### config.mk
export PLATFORM = sky130hd
export DESIGN_NAME = rcp_bank
export DESIGN_NICKNAME = d
export VERILOG_FILES = /design/src/common/rcp_pkg.sv /design/src/common/rcp_byte_if.sv /design/src/verilog/rcp_bank.sv /design/src/verilog/rcp_wide_reg.sv
export SDC_FILE = /design/constraint.sdc
export NUM_CORES = 1
export LEC_CHECK = 0
export BUFFER_PORTS_ARGS = -buffer_cell sky130_fd_sc_hd__buf_2
export CORE_MARGIN = 2
export CORE_UTILIZATION = 45
export CTS_BUF_LIST = sky130_fd_sc_hd__clkbuf_8
export DETAILED_ROUTE_END_ITERATION = 8
export PLACE_DENSITY_LB_ADDON = 0.15
export SETUP_SLACK_MARGIN = 0.02
export SLEW_MARGIN = 20
export SYNTH_ARGS = -nofsm -noshare
export SYNTH_HDL_FRONTEND = slang
export SYNTH_HIERARCHICAL = 1
export SYNTH_SLANG_ARGS = --single-unit
### constraint.sdc
create_clock -name i_clk -period 2.7 [get_ports i_clk]
set_input_delay 0.405 -clock i_clk [delete_from_list [all_inputs] [get_ports i_clk]]
set_output_delay 0.405 -clock i_clk [all_outputs]
set_load 0.01 [all_outputs]
### src/common/rcp_pkg.sv
/*
  constants shared by the reference configuration register bank:
  byte addresses, field layout, reset values and the window decode.
  assumes an 8-bit host port with a 7-bit offset inside a 128-byte window.
*/
package rcp_pkg;
  localparam int unsigned OFS_W = 7;
  localparam int unsigned FULL_W = 10;
  localparam int unsigned PRESCALE_BITS = 3;
  localparam logic [9:0] PRESCALE_ADDR = 10'h07d;
  localparam logic [9:0] BASE_HI_ADDR = 10'h080;
  localparam logic [9:0] BASE_LO_ADDR = 10'h081;
  localparam logic [6:0] WINDOW_SEL_OFS = 7'h7f;
  localparam logic [7:0] PRESCALE_RST = 8'h00;
  localparam logic [7:0] WINDOW_SEL_RST = 8'h00;
  localparam logic [7:0] WINDOW_SEL_MAX = 8'h05;
  localparam logic [15:0] BASE_HZ_RST = 16'h9c40;

  // page code selects the upper address bits; only codes up to 5 are legal
  function automatic logic [9:0] full_addr(input logic [7:0] page, input logic [6:0] ofs);
    return {page[2:0], ofs};
  endfunction : full_addr
endpackage : rcp_pkg

### src/common/rcp_byte_if.sv
/*
  byte write path from the register bank to a staged 16-bit register.
  assumes wr_hi and wr_lo are never high in the same cycle.
*/
`timescale 1ns/1ps
interface rcp_byte_if;
  logic wr_hi;
  logic wr_lo;
  logic [7:0] wdata;
  logic [15:0] value;
  modport bank (output wr_hi, output wr_lo, output wdata, input value);
  modport store (input wr_hi, input wr_lo, input wdata, output value);
endinterface : rcp_byte_if

### src/verilog/rcp_bank.sv
/*
  reference configuration register bank: high reference prescale enables,
  register window select and the reference 0 base frequency, plus the
  divide-by-two stage for the three highest reference inputs.
  assumes a host byte port on i_clk and reference clocks from pins, far
  slower than i_clk, since they are sampled rather than clocked on.
*/
// Function
// [RULE_01] three prescale enables in bits two to zero
// [RULE_02] enabled prescale halves its reference clock
// [RULE_03] window select byte chooses reachable 128-byte block
// [RULE_04] codes zero to five map consecutive blocks
// [RULE_05] base frequency in hertz, resets to 40 kHz
// [RULE_06] host programs only divisors of 1600000000
// [RULE_07] upper byte at lower address, big endian
// [RULE_08] host writes low byte last
// [RULE_09] stage upper byte, commit on low byte
`timescale 1ns/1ps
module rcp_bank (
  input wire logic i_clk,
  input wire logic i_reset,
  input wire logic i_wr_en,
  input wire logic i_rd_en,
  input wire logic [6:0] i_addr,
  input wire logic [7:0] i_wdata,
  input wire logic [2:0] i_ref_clk,
  output logic [7:0] o_rdata,
  output logic o_rd_valid,
  output logic [7:0] o_window_select,
  output logic [2:0] o_prescale_en,
  output logic [2:0] o_ref_clk_out,
  output logic [15:0] o_input0_base_hz
);
  logic [2:0] prescale_reg;
  logic [7:0] window_reg;
  logic [7:0] rdata_reg;
  logic [7:0] rdata_next;
  logic rd_valid_reg;
  logic [9:0] cur_addr;
  logic window_ok;
  logic wr_window;
  logic wr_prescale;

  rcp_byte_if base_if ();

  // one decode for the prescale and base frequency write strobes keeps reserved windows blocked for writes in one place
  function automatic logic reg_hit(input logic ok, input logic [9:0] addr, input logic [9:0] target);
    return ok && addr == target;
  endfunction : reg_hit

  assign cur_addr = rcp_pkg::full_addr(window_reg, i_addr);
  assign window_ok = window_reg <= rcp_pkg::WINDOW_SEL_MAX; // RULE_04
  // select stays reachable at the same offset of every window, so a reserved code can be left
  assign wr_window = i_wr_en && i_addr == rcp_pkg::WINDOW_SEL_OFS; // RULE_03
  assign wr_prescale = i_wr_en && reg_hit(window_ok, cur_addr, rcp_pkg::PRESCALE_ADDR); // RULE_01
  assign base_if.wr_hi = i_wr_en && reg_hit(window_ok, cur_addr, rcp_pkg::BASE_HI_ADDR); // RULE_07
  assign base_if.wr_lo = i_wr_en && reg_hit(window_ok, cur_addr, rcp_pkg::BASE_LO_ADDR); // RULE_07
  assign base_if.wdata = i_wdata;

  // base frequency: unsigned hertz, divisibility is the host's concern
  rcp_wide_reg #(
    .RESET_VALUE(rcp_pkg::BASE_HZ_RST)
  ) u_base_hz (
    .i_clk(i_clk),
    .i_reset(i_reset),
    .bus(base_if)
  );

  always_ff @(posedge i_clk) begin
    if (i_reset) begin
      window_reg <= rcp_pkg::WINDOW_SEL_RST;
    end else if (wr_window) begin
      window_reg <= i_wdata; // RULE_03
    end
  end

  always_ff @(posedge i_clk) begin
    if (i_reset) begin
      prescale_reg <= rcp_pkg::PRESCALE_RST[2:0];
    end else if (wr_prescale) begin
      prescale_reg <= i_wdata[2:0]; // RULE_01
    end
  end

  always_comb begin
    rdata_next = 8'h00;
    if (i_addr == rcp_pkg::WINDOW_SEL_OFS) begin
      rdata_next = window_reg;
    end else if (window_ok) begin
      unique case (cur_addr)
        rcp_pkg::PRESCALE_ADDR: rdata_next = {5'h00, prescale_reg}; // RULE_01
        rcp_pkg::BASE_HI_ADDR: rdata_next = base_if.value[15:8]; // RULE_07
        rcp_pkg::BASE_LO_ADDR: rdata_next = base_if.value[7:0]; // RULE_07
        default: rdata_next = 8'h00;
      endcase
    end
  end

  // read data holds until the next read, so a late host still finds it
  always_ff @(posedge i_clk) begin
    if (i_reset) begin
      rdata_reg <= 8'h00;
      rd_valid_reg <= 1'b0;
    end else begin
      rd_valid_reg <= i_rd_en;
      if (i_rd_en) begin
        rdata_reg <= rdata_next;
      end
    end
  end

  assign o_rdata = rdata_reg;
  assign o_rd_valid = rd_valid_reg;
  assign o_window_select = window_reg;
  assign o_prescale_en = prescale_reg;
  assign o_input0_base_hz = base_if.value; // RULE_05

  // divide by two on sampled edges; duty is exact only if ref is well below i_clk/2
  for (genvar g = 0; g < 3; g++) begin : g_prescale
    logic sync1_reg;
    logic sync2_reg;
    logic prev_reg;
    logic half_reg;
    logic out_reg;
    logic rise;

    assign rise = sync2_reg && !prev_reg;

    always_ff @(posedge i_clk) begin
      if (i_reset) begin
        sync1_reg <= 1'b0;
        sync2_reg <= 1'b0;
        prev_reg <= 1'b0;
      end else begin
        sync1_reg <= i_ref_clk[g];
        sync2_reg <= sync1_reg;
        prev_reg <= sync2_reg;
      end
    end

    always_ff @(posedge i_clk) begin
      if (i_reset) begin
        half_reg <= 1'b0;
      end else if (rise) begin
        half_reg <= !half_reg; // RULE_02
      end
    end

    always_ff @(posedge i_clk) begin
      if (i_reset) begin
        out_reg <= 1'b0;
      end else begin
        out_reg <= prescale_reg[g] ? half_reg : sync2_reg; // RULE_02
      end
    end

    assign o_ref_clk_out[g] = out_reg;

    pass_through_a: assert property (@(posedge i_clk) disable iff (i_reset) // RULE_02
      !prescale_reg[g] |=> out_reg == $past(sync2_reg))
      else $error("undivided reference not passed through");

    halve_toggle_a: assert property (@(posedge i_clk) disable iff (i_reset) // RULE_02
      rise |=> half_reg != $past(half_reg) ##1 !rise)
      else $error("halved reference did not toggle once per rising edge");

    halved_out_a: assert property (@(posedge i_clk) disable iff (i_reset) // RULE_02
      prescale_reg[g] |=> out_reg == $past(half_reg))
      else $error("enabled reference not taken from the halving stage");
  end

  prescale_write_a: assert property (@(posedge i_clk) disable iff (i_reset) // RULE_01
    wr_prescale |=> o_prescale_en == $past(i_wdata[2:0]))
    else $error("prescale enables not stored from bits two to zero");

  window_store_a: assert property (@(posedge i_clk) disable iff (i_reset) // RULE_03
    wr_window |=> o_window_select == $past(i_wdata))
    else $error("window select not stored");

  reserved_block_a: assert property (@(posedge i_clk) disable iff (i_reset) // RULE_04
    i_wr_en && window_reg > rcp_pkg::WINDOW_SEL_MAX && i_addr != rcp_pkg::WINDOW_SEL_OFS
    |=> $stable(o_prescale_en) && $stable(o_input0_base_hz))
    else $error("write reached registers through a reserved window");

  base_reset_a: assert property (@(posedge i_clk) // RULE_05
    $past(i_reset) |-> o_input0_base_hz == rcp_pkg::BASE_HZ_RST)
    else $error("base frequency not at 40 kHz after reset");

  byte_order_a: assert property (@(posedge i_clk) disable iff (i_reset) // RULE_07
    i_rd_en && window_ok && cur_addr == rcp_pkg::BASE_HI_ADDR && i_addr != rcp_pkg::WINDOW_SEL_OFS
    |=> o_rd_valid && o_rdata == $past(o_input0_base_hz[15:8]))
    else $error("upper byte not returned at lower address");

  low_byte_read_a: assert property (@(posedge i_clk) disable iff (i_reset) // RULE_07
    i_rd_en && reg_hit(window_ok, cur_addr, rcp_pkg::BASE_LO_ADDR)
    |=> o_rd_valid && o_rdata == $past(o_input0_base_hz[7:0]))
    else $error("lower byte not returned at higher address");

  prescale_read_a: assert property (@(posedge i_clk) disable iff (i_reset) // RULE_01
    i_rd_en && reg_hit(window_ok, cur_addr, rcp_pkg::PRESCALE_ADDR)
    |=> o_rd_valid && o_rdata == {5'h00, $past(o_prescale_en)})
    else $error("prescale enables not read back in bits two to zero");

  window_read_a: assert property (@(posedge i_clk) disable iff (i_reset) // RULE_03
    i_rd_en && i_addr == rcp_pkg::WINDOW_SEL_OFS |=> o_rd_valid && o_rdata == $past(o_window_select))
    else $error("window select not read back");

  reserved_read_a: assert property (@(posedge i_clk) disable iff (i_reset) // RULE_04
    i_rd_en && !window_ok && i_addr != rcp_pkg::WINDOW_SEL_OFS |=> o_rd_valid && o_rdata == 8'h00)
    else $error("read through a reserved window returned data");

  read_pulse_a: assert property (@(posedge i_clk) disable iff (i_reset) // RULE_03
    o_rd_valid == ($past(i_rd_en) && !$past(i_reset)))
    else $error("read valid not a single cycle after the read strobe");

  window_reset_a: assert property (@(posedge i_clk) // RULE_03
    $past(i_reset) |-> o_window_select == rcp_pkg::WINDOW_SEL_RST && !o_rd_valid)
    else $error("window select not cleared by reset");

  prescale_reset_a: assert property (@(posedge i_clk) // RULE_01
    $past(i_reset) |-> o_prescale_en == rcp_pkg::PRESCALE_RST[2:0])
    else $error("prescale enables not cleared by reset");

  ref_reset_a: assert property (@(posedge i_clk) // RULE_02
    $past(i_reset) |-> o_ref_clk_out == 3'h0)
    else $error("reference outputs not low after reset");
endmodule : rcp_bank

### src/verilog/rcp_wide_reg.sv
/*
  16-bit register written as two bytes, most significant byte first.
  assumes strobes from the bank on the same clock, one byte per cycle.
*/
`timescale 1ns/1ps
module rcp_wide_reg #(
  parameter logic [15:0] RESET_VALUE = 16'h0000
) (
  input wire logic i_clk,
  input wire logic i_reset,
  rcp_byte_if.store bus
);
  logic [7:0] staged_hi_reg;
  logic [15:0] value_reg;

  // upper byte waits here so consumers never see a half-written value
  always_ff @(posedge i_clk) begin
    if (i_reset) begin
      staged_hi_reg <= RESET_VALUE[15:8];
    end else if (bus.wr_hi) begin
      staged_hi_reg <= bus.wdata; // RULE_09
    end
  end

  // a low-byte write alone reuses the last staged upper byte
  always_ff @(posedge i_clk) begin
    if (i_reset) begin
      value_reg <= RESET_VALUE;
    end else if (bus.wr_lo) begin
      value_reg <= {staged_hi_reg, bus.wdata}; // RULE_09
    end
  end

  assign bus.value = value_reg;

  commit_low_a: assert property (@(posedge i_clk) disable iff (i_reset) // RULE_09
    bus.wr_lo |=> value_reg == {$past(staged_hi_reg), $past(bus.wdata)})
    else $error("low byte write did not commit staged value");

  hold_value_a: assert property (@(posedge i_clk) disable iff (i_reset) // RULE_09
    !bus.wr_lo |=> $stable(value_reg))
    else $error("active value changed without a low byte write");

  stage_high_a: assert property (@(posedge i_clk) disable iff (i_reset) // RULE_07
    bus.wr_hi ##1 bus.wr_lo |=> value_reg[15:8] == $past(bus.wdata, 2))
    else $error("upper byte not placed in upper half");
endmodule : rcp_wide_reg
==> results.json, run 1 <==
{
  "path_cells": "or4b_4, nor4_4, buf_4, nand2_1, nor2_1, buf_4, nor2b_1, a211o_1",
  "critical-path-slowest-cell": "or4b_4",
  "postCtsSetupBuffers": 0,
  "drive_above_1_share_pct": 30.5,
  "grt_pass1_wl_um": 9160,
  "timing_hold_violations_final": 0,
  "overflow": 0,
  "track_usage_pct": 19.4,
  "design_area_mm2": 0.00294,
  "clock_sinks": 59,
  "synth_most_common_cell": "dfxtp_1",
  "leakage_nw": 1.18,
  "layout_setup_ws_ns": 0.583,
  "io_pins": 61,
  "final.min_clock_period_ns": 2.12,
  "syn_nets": 279,
  "maxSlewHeadroom_pct": 50.7,
  "netlist_top_cells_area": "dfxtp_1, mux2i_1, nor2_1, nor2b_1, mux2_2",
  "via_count": 1980,
  "final_cells": 391,
  "clock_skew_ns": 0.00832,
  "yosysWarnings": 6,
  "syn2layout_area_growth_pct": 21.1,
  "routed_wirelength_um": 5440,
  "maxSlewViolCount": 0,
  "io_buffer_count": 60,
  "setup_tns_ns": 0,
  "grt_max_degree": 41,
  "drt-initial-drc-count": 128,
  "fp.dieArea_mm2": 0.00599,
  "ctsRootBufferMaster": "clkbuf_8",
  "clk-insertion-delay-late_ns": 0.33,
  "synth-main-ff-cell": "dfxtp_1",
  "cts_buffer_depth": 2,
  "numCtsBuffers": 9,
  "yosysTopAreaCell": "dfxtp_1",
  "worstPathMaxFanout": 8,
  "netlist_top_cells_count": "dfxtp_1, nor2_1, nand2_1",
  "synth_edf_count": 0,
  "place_area_mm2": 0.00276,
  "cp_data_required_time_ns": 2.92,
  "rows": 26,
  "drv_cap": 0,
  "cts-resized-gates": 0,
  "arrival_ns": 2.34,
  "core_mm2": 0.00514,
  "largest_reg_flops": 16,
  "gp_congestion": 0.789,
  "wl_per_cell_um": 13.9,
  "startpoint_type": "register",
  "netlist_instances": 257,
  "critPathKind": "register to register",
  "cts_hold_buf": 0,
  "die_width_um": 77.4,
  "cts_tree": "done",
  "ant_nets": 0,
  "antennaDiodeCount": 0,
  "nFillCells": 497,
  "ys_seq_area_share_pct": 48.7,
  "whs_ns": 0.284,
  "syn_avg_cell_area_um2": 9.43,
  "yosysUniqueCellTypes": 34,
  "pre_cts_ws_ns": 0.395,
  "antenna_found_initial": 0,
  "status": "finished clean",
  "clock.fmax_ghz": 0.472,
  "hold_path.class": "primary input to register",
  "start_util_pct": 47.2,
  "ys_ff_latch": 59,
  "via_per_inst": 5.06,
  "path_common_cell": "buf_4",
  "fin_crit_sh_pct": 78.4,
  "dp_hpwl_um": 3720,
  "dpl.cell_count": 376,
  "p_per_area_mw_per_mm2": 587,
  "synth_top_cell_area_share_pct": 48.7,
  "slowest_delay_ns": 0.51,
  "first_pass_iters": 7,
  "cts_max_level": 3,
  "setup_viol": 0,
  "die_h_um": 77.4,
  "syn-cell-area_mm2": 0.00242,
  "grt_pass1_vias": 1901,
  "synthArstFlopShare_pct": 0,
  "rsz0062_at_grt": "no",
  "drc_errors": 0,
  "crit_path_end_kind": "register",
  "ir_worst_vdd_mv": 0.292,
  "clk_pin_slew_ns": 0.06,
  "nets": 339,
  "worst_pin_slew_ns": 0.739
}
-- placed cells by master, fill, tap and decap left out, drive strengths merged --
cell type	instances
buf	69
dfxtp	59
nor2	36
nand2	23
nor2b	20
mux2i	18
a21oi	11
inv	10
nand3	9
clkbuf	9
a211o	9
mux2	8
a311oi	5
nand4	4
a22oi	3
o211ai	3
o31ai	3
o21ai	3
a31o	3
xnor2	3
clkinv	2
or4	2
and2b	2
or2	1
or4b	1
nor4	1
and3	1
nor3	1
or3	1
bufinv	1
-- cell type report --
class	count	area, um^2	share of cell area (%)
Inverter	7	26.3	0.895
Clock inverter	6	51.3	1.75
Multi-Input combinational cell	171	1100	37.4
Timing Repair Buffer	69	368	12.5
Sequential cell	59	1180	40.2
Clock buffer	9	124	4.22
Tap cell	70	87.6	2.98
-- worst paths after layout --
path                                      start                                 endpoint  slack [ns]  cells past startpoint
max             o_window_select[0]$_SDFFE_PP0P_  u_base_hz/staged_hi_reg[7]$_SDFFE_PP1P_        0.58                      8
min                                i_ref_clk[1]       g_prescale[1].sync1_reg$_SDFF_PP0_        0.28                      2
min reg2reg  g_prescale[0].sync1_reg$_SDFF_PP0_       g_prescale[0].sync2_reg$_SDFF_PP0_        0.44                      1
max reg2reg     o_window_select[0]$_SDFFE_PP0P_  u_base_hz/staged_hi_reg[7]$_SDFFE_PP1P_        0.58                      8
-- cell families (layout without fill, tap and decap cells) --
logic type             count (synthesis)  after routing  share of synthesized area [%]
buffers and inverters                 27             91                           5.99
AND/OR/NAND/NOR                      102            102                           21.2
XOR/XNOR                               3              3                           1.08
flip-flops                            59             59                           48.7
multiplexers                          26             26                           11.2
AO/OA/AOI/OAI                         40             40                           11.8
-- metal layers --
metal  global-route usage, %  vias up  part of all wire [%]
li1                        -      998                     -
met1                    26.5      920                    49
met2                    29.0       57                    44
met3                    4.65        5                   5.9
met4                    9.11        0                   1.3
met5                       0        -                     0
-- metrics by stage --
| step | total power [mW] | util [%] |
|---|---|---|
| after global placement | 1.01 | 53.7 |
| final | 1.72 | 57.1 |
| after CTS | 1.74 | 57.1 |
| after floorplan | 0.974 | - |
| after global routing | 1.79 | 57.1 |
| after detailed placement | 1.02 | 53.7 |
-- power breakdown --
group	internal [mW]	leakage [nW]	switching (mW)
clock network	0.408	0.103	0.320
logic	0.0398	0.596	0.0610
registers	0.887	0.479	0.00696
total	1.33	1.18	0.388
-- critical path: cells and delay by family (launching register included) --
family | cells | cell delay (ns)
AO/OA/AOI/OAI | 1 | 0.22
buffers and inverters | 2 | 0.37
flip-flops | 1 | 0.39
AND/OR/NAND/NOR | 5 | 1.03
(Power assumes the default switching activity.)
==> run 2, diff against run 1 <==
- clock period: 2.7 -> 2.1 ns (I/O delays scaled with it)
==> results.json, run 2 (synthesized netlist as in run 1, its figures left out) <==
{
  "routed_wirelength_um": 5540,
  "die_h_um": 77.4,
  "clock.fmax_ghz": 0.500,
  "ir_worst_vdd_mv": 0.367,
  "maxSlewHeadroom_pct": 65.3,
  "maxSlewViolCount": 0,
  "wl_per_cell_um": 13.8,
  "drv_cap": 0,
  "largest_reg_flops": 16,
  "layout_common_cells": "buf_2, dfxtp_1, nor2_1",
  "drive_above_1_share_pct": 34.5,
  "worst_pin_slew_ns": 0.520,
  "overflow": 0,
  "setup_viol": 0,
  "clk_pin_slew_ns": 0.07,
  "leakage_nw": 1.23,
  "via_per_inst": 5.08,
  "core_mm2": 0.00514,
  "clock_skew_ns": 0.00676,
  "startpoint_type": "register",
  "place_area_mm2": 0.00284,
  "pwr-share-seq_pct": 53.1,
  "cp_top_family": "simple AND/OR/NAND/NOR gates",
  "p_sw_share_pct": 22.9,
  "design_area_mm2": 0.00306,
  "hold_path.class": "primary input to register",
  "cts_buffer_depth": 2,
  "pre_cts_ws_ns": -0.0245,
  "arrival_ns": 2.22,
  "critPathKind": "register to register",
  "start_util_pct": 47.2,
  "ctsRootBufferMaster": "clkbuf_8",
  "combPwrFrac_pct": 6.3,
  "p_sw_mw": 0.495,
  "first_pass_iters": 4,
  "cp_data_required_time_ns": 2.32,
  "final.min_clock_period_ns": 2.00,
  "nFillCells": 500,
  "grt_pass1_vias": 1919,
  "ant_nets": 0,
  "slowest_delay_ns": 0.53,
  "dp_hpwl_um": 3740,
  "fp.dieArea_mm2": 0.00599,
  "die_width_um": 77.4,
  "grt_pass1_wl_um": 9430,
  "io_buffer_count": 60,
  "track_usage_pct": 20.2,
  "p_int_mw": 1.67,
  "cts_tree": "done",
  "p_per_area_mw_per_mm2": 709,
  "status": "finished clean",
  "syn2layout_area_growth_pct": 26.1,
  "clock_sinks": 59,
  "clockPowerShare_pct": 40.6,
  "antenna_found_initial": 0,
  "nets": 349,
  "via_count": 2032,
  "gp_congestion": 0.791,
  "drt-initial-drc-count": 58,
  "rsz0062_at_grt": "yes",
  "cts_max_level": 3,
  "cts_hold_buf": 0,
  "drc_errors": 0,
  "mostFrequentLayoutCell": "buf_2",
  "rows": 26,
  "grt_max_degree": 33,
  "worstPathMaxFanout": 7,
  "io_pins": 61,
  "clk-insertion-delay-late_ns": 0.33,
  "crit_path_end_kind": "register",
  "fin_crit_sh_pct": 95.2,
  "layout_setup_ws_ns": 0.102,
  "path_cells": "or4_4, nor4_4, and3_4, and2b_1, a211o_1",
  "critical-path-slowest-cell": "or4_4",
  "numCtsBuffers": 9,
  "antennaDiodeCount": 0,
  "path_buf_inv": 0,
  "timing_hold_violations_final": 0
}
==> run 2: cell count changes in the layout (fill, tap and decap cells not counted), moves of 2 or more <==
cell and change:
buf_12 +2, clkbuf_8 +2, dfxtp_2 +2, dfxtp_1 -2
inv_1 -3, buf_4 +7
==> run 2: area by class of cell <==
type	count	area [um^2]	area share [%]
multi-input cells	171	1110	36.2
clock inverters	3	15.0	0.491
flip-flops and latches	59	1180	38.7
inverters	7	26.3	0.860
well taps	70	87.6	2.87
clock buffers	11	151	4.95
repair buffers	79	485	15.9
==> run 2: what timing repair did <==
item,4_1_cts,5_1_grt
resized for setup,0,2
buffers inserted,0,3
endpoints found under the setup margin,0,22
==> run 2: metrics by stage <==
step	utilization, %	TNS [ns]	power, mW	cells	hold WS (ns)
3_5_place_dp	55.2	-0.0726	1.31	382	0.424
4_1_cts	58.4	0	2.19	396	0.183
5_1_grt	59.4	0	2.26	400	0.191
3_3_place_gp	55.2	0	1.31	382	0.417
6_report	59.4	0	2.16	400	0.197
2_1_floorplan	-	0	1.25	257	0.414
==> run 2: worst paths after layout <==
check	start	endpoint	slack, ns	depth (start not counted)
max	o_window_select[5]$_SDFFE_PP0P_	u_base_hz/bus.value[15]$_SDFFE_PP1P_	0.10	5
min	i_ref_clk[1]	g_prescale[1].sync1_reg$_SDFF_PP0_	0.20	2
max reg2reg	o_window_select[5]$_SDFFE_PP0P_	u_base_hz/bus.value[15]$_SDFFE_PP1P_	0.10	5
min reg2reg	g_prescale[2].sync1_reg$_SDFF_PP0_	g_prescale[2].sync2_reg$_SDFF_PP0_	0.44	1
==> run 2: layer usage <==
layer / wire [um] / vias up / share of wire [%] / global-route usage, %
li1: - / 1026 / - / -
met5: 0 / - / 0 / 0
met3: 271 / 10 / 4.9 / 6.16
met2: 2500 / 50 / 45 / 31.6
met4: 95 / 0 / 1.7 / 8.57
met1: 2680 / 946 / 48 / 25.8
==> run 2: power groups by stage <==
stage	Combinational, mW	Sequential [mW]	Clock [mW]
final	0.136	1.15	0.880
after global routing	0.151	1.15	0.959
after CTS	0.136	1.15	0.904
after detailed placement	0.136	1.17	0
after global placement	0.135	1.17	0
after floorplan	0.0751	1.18	0
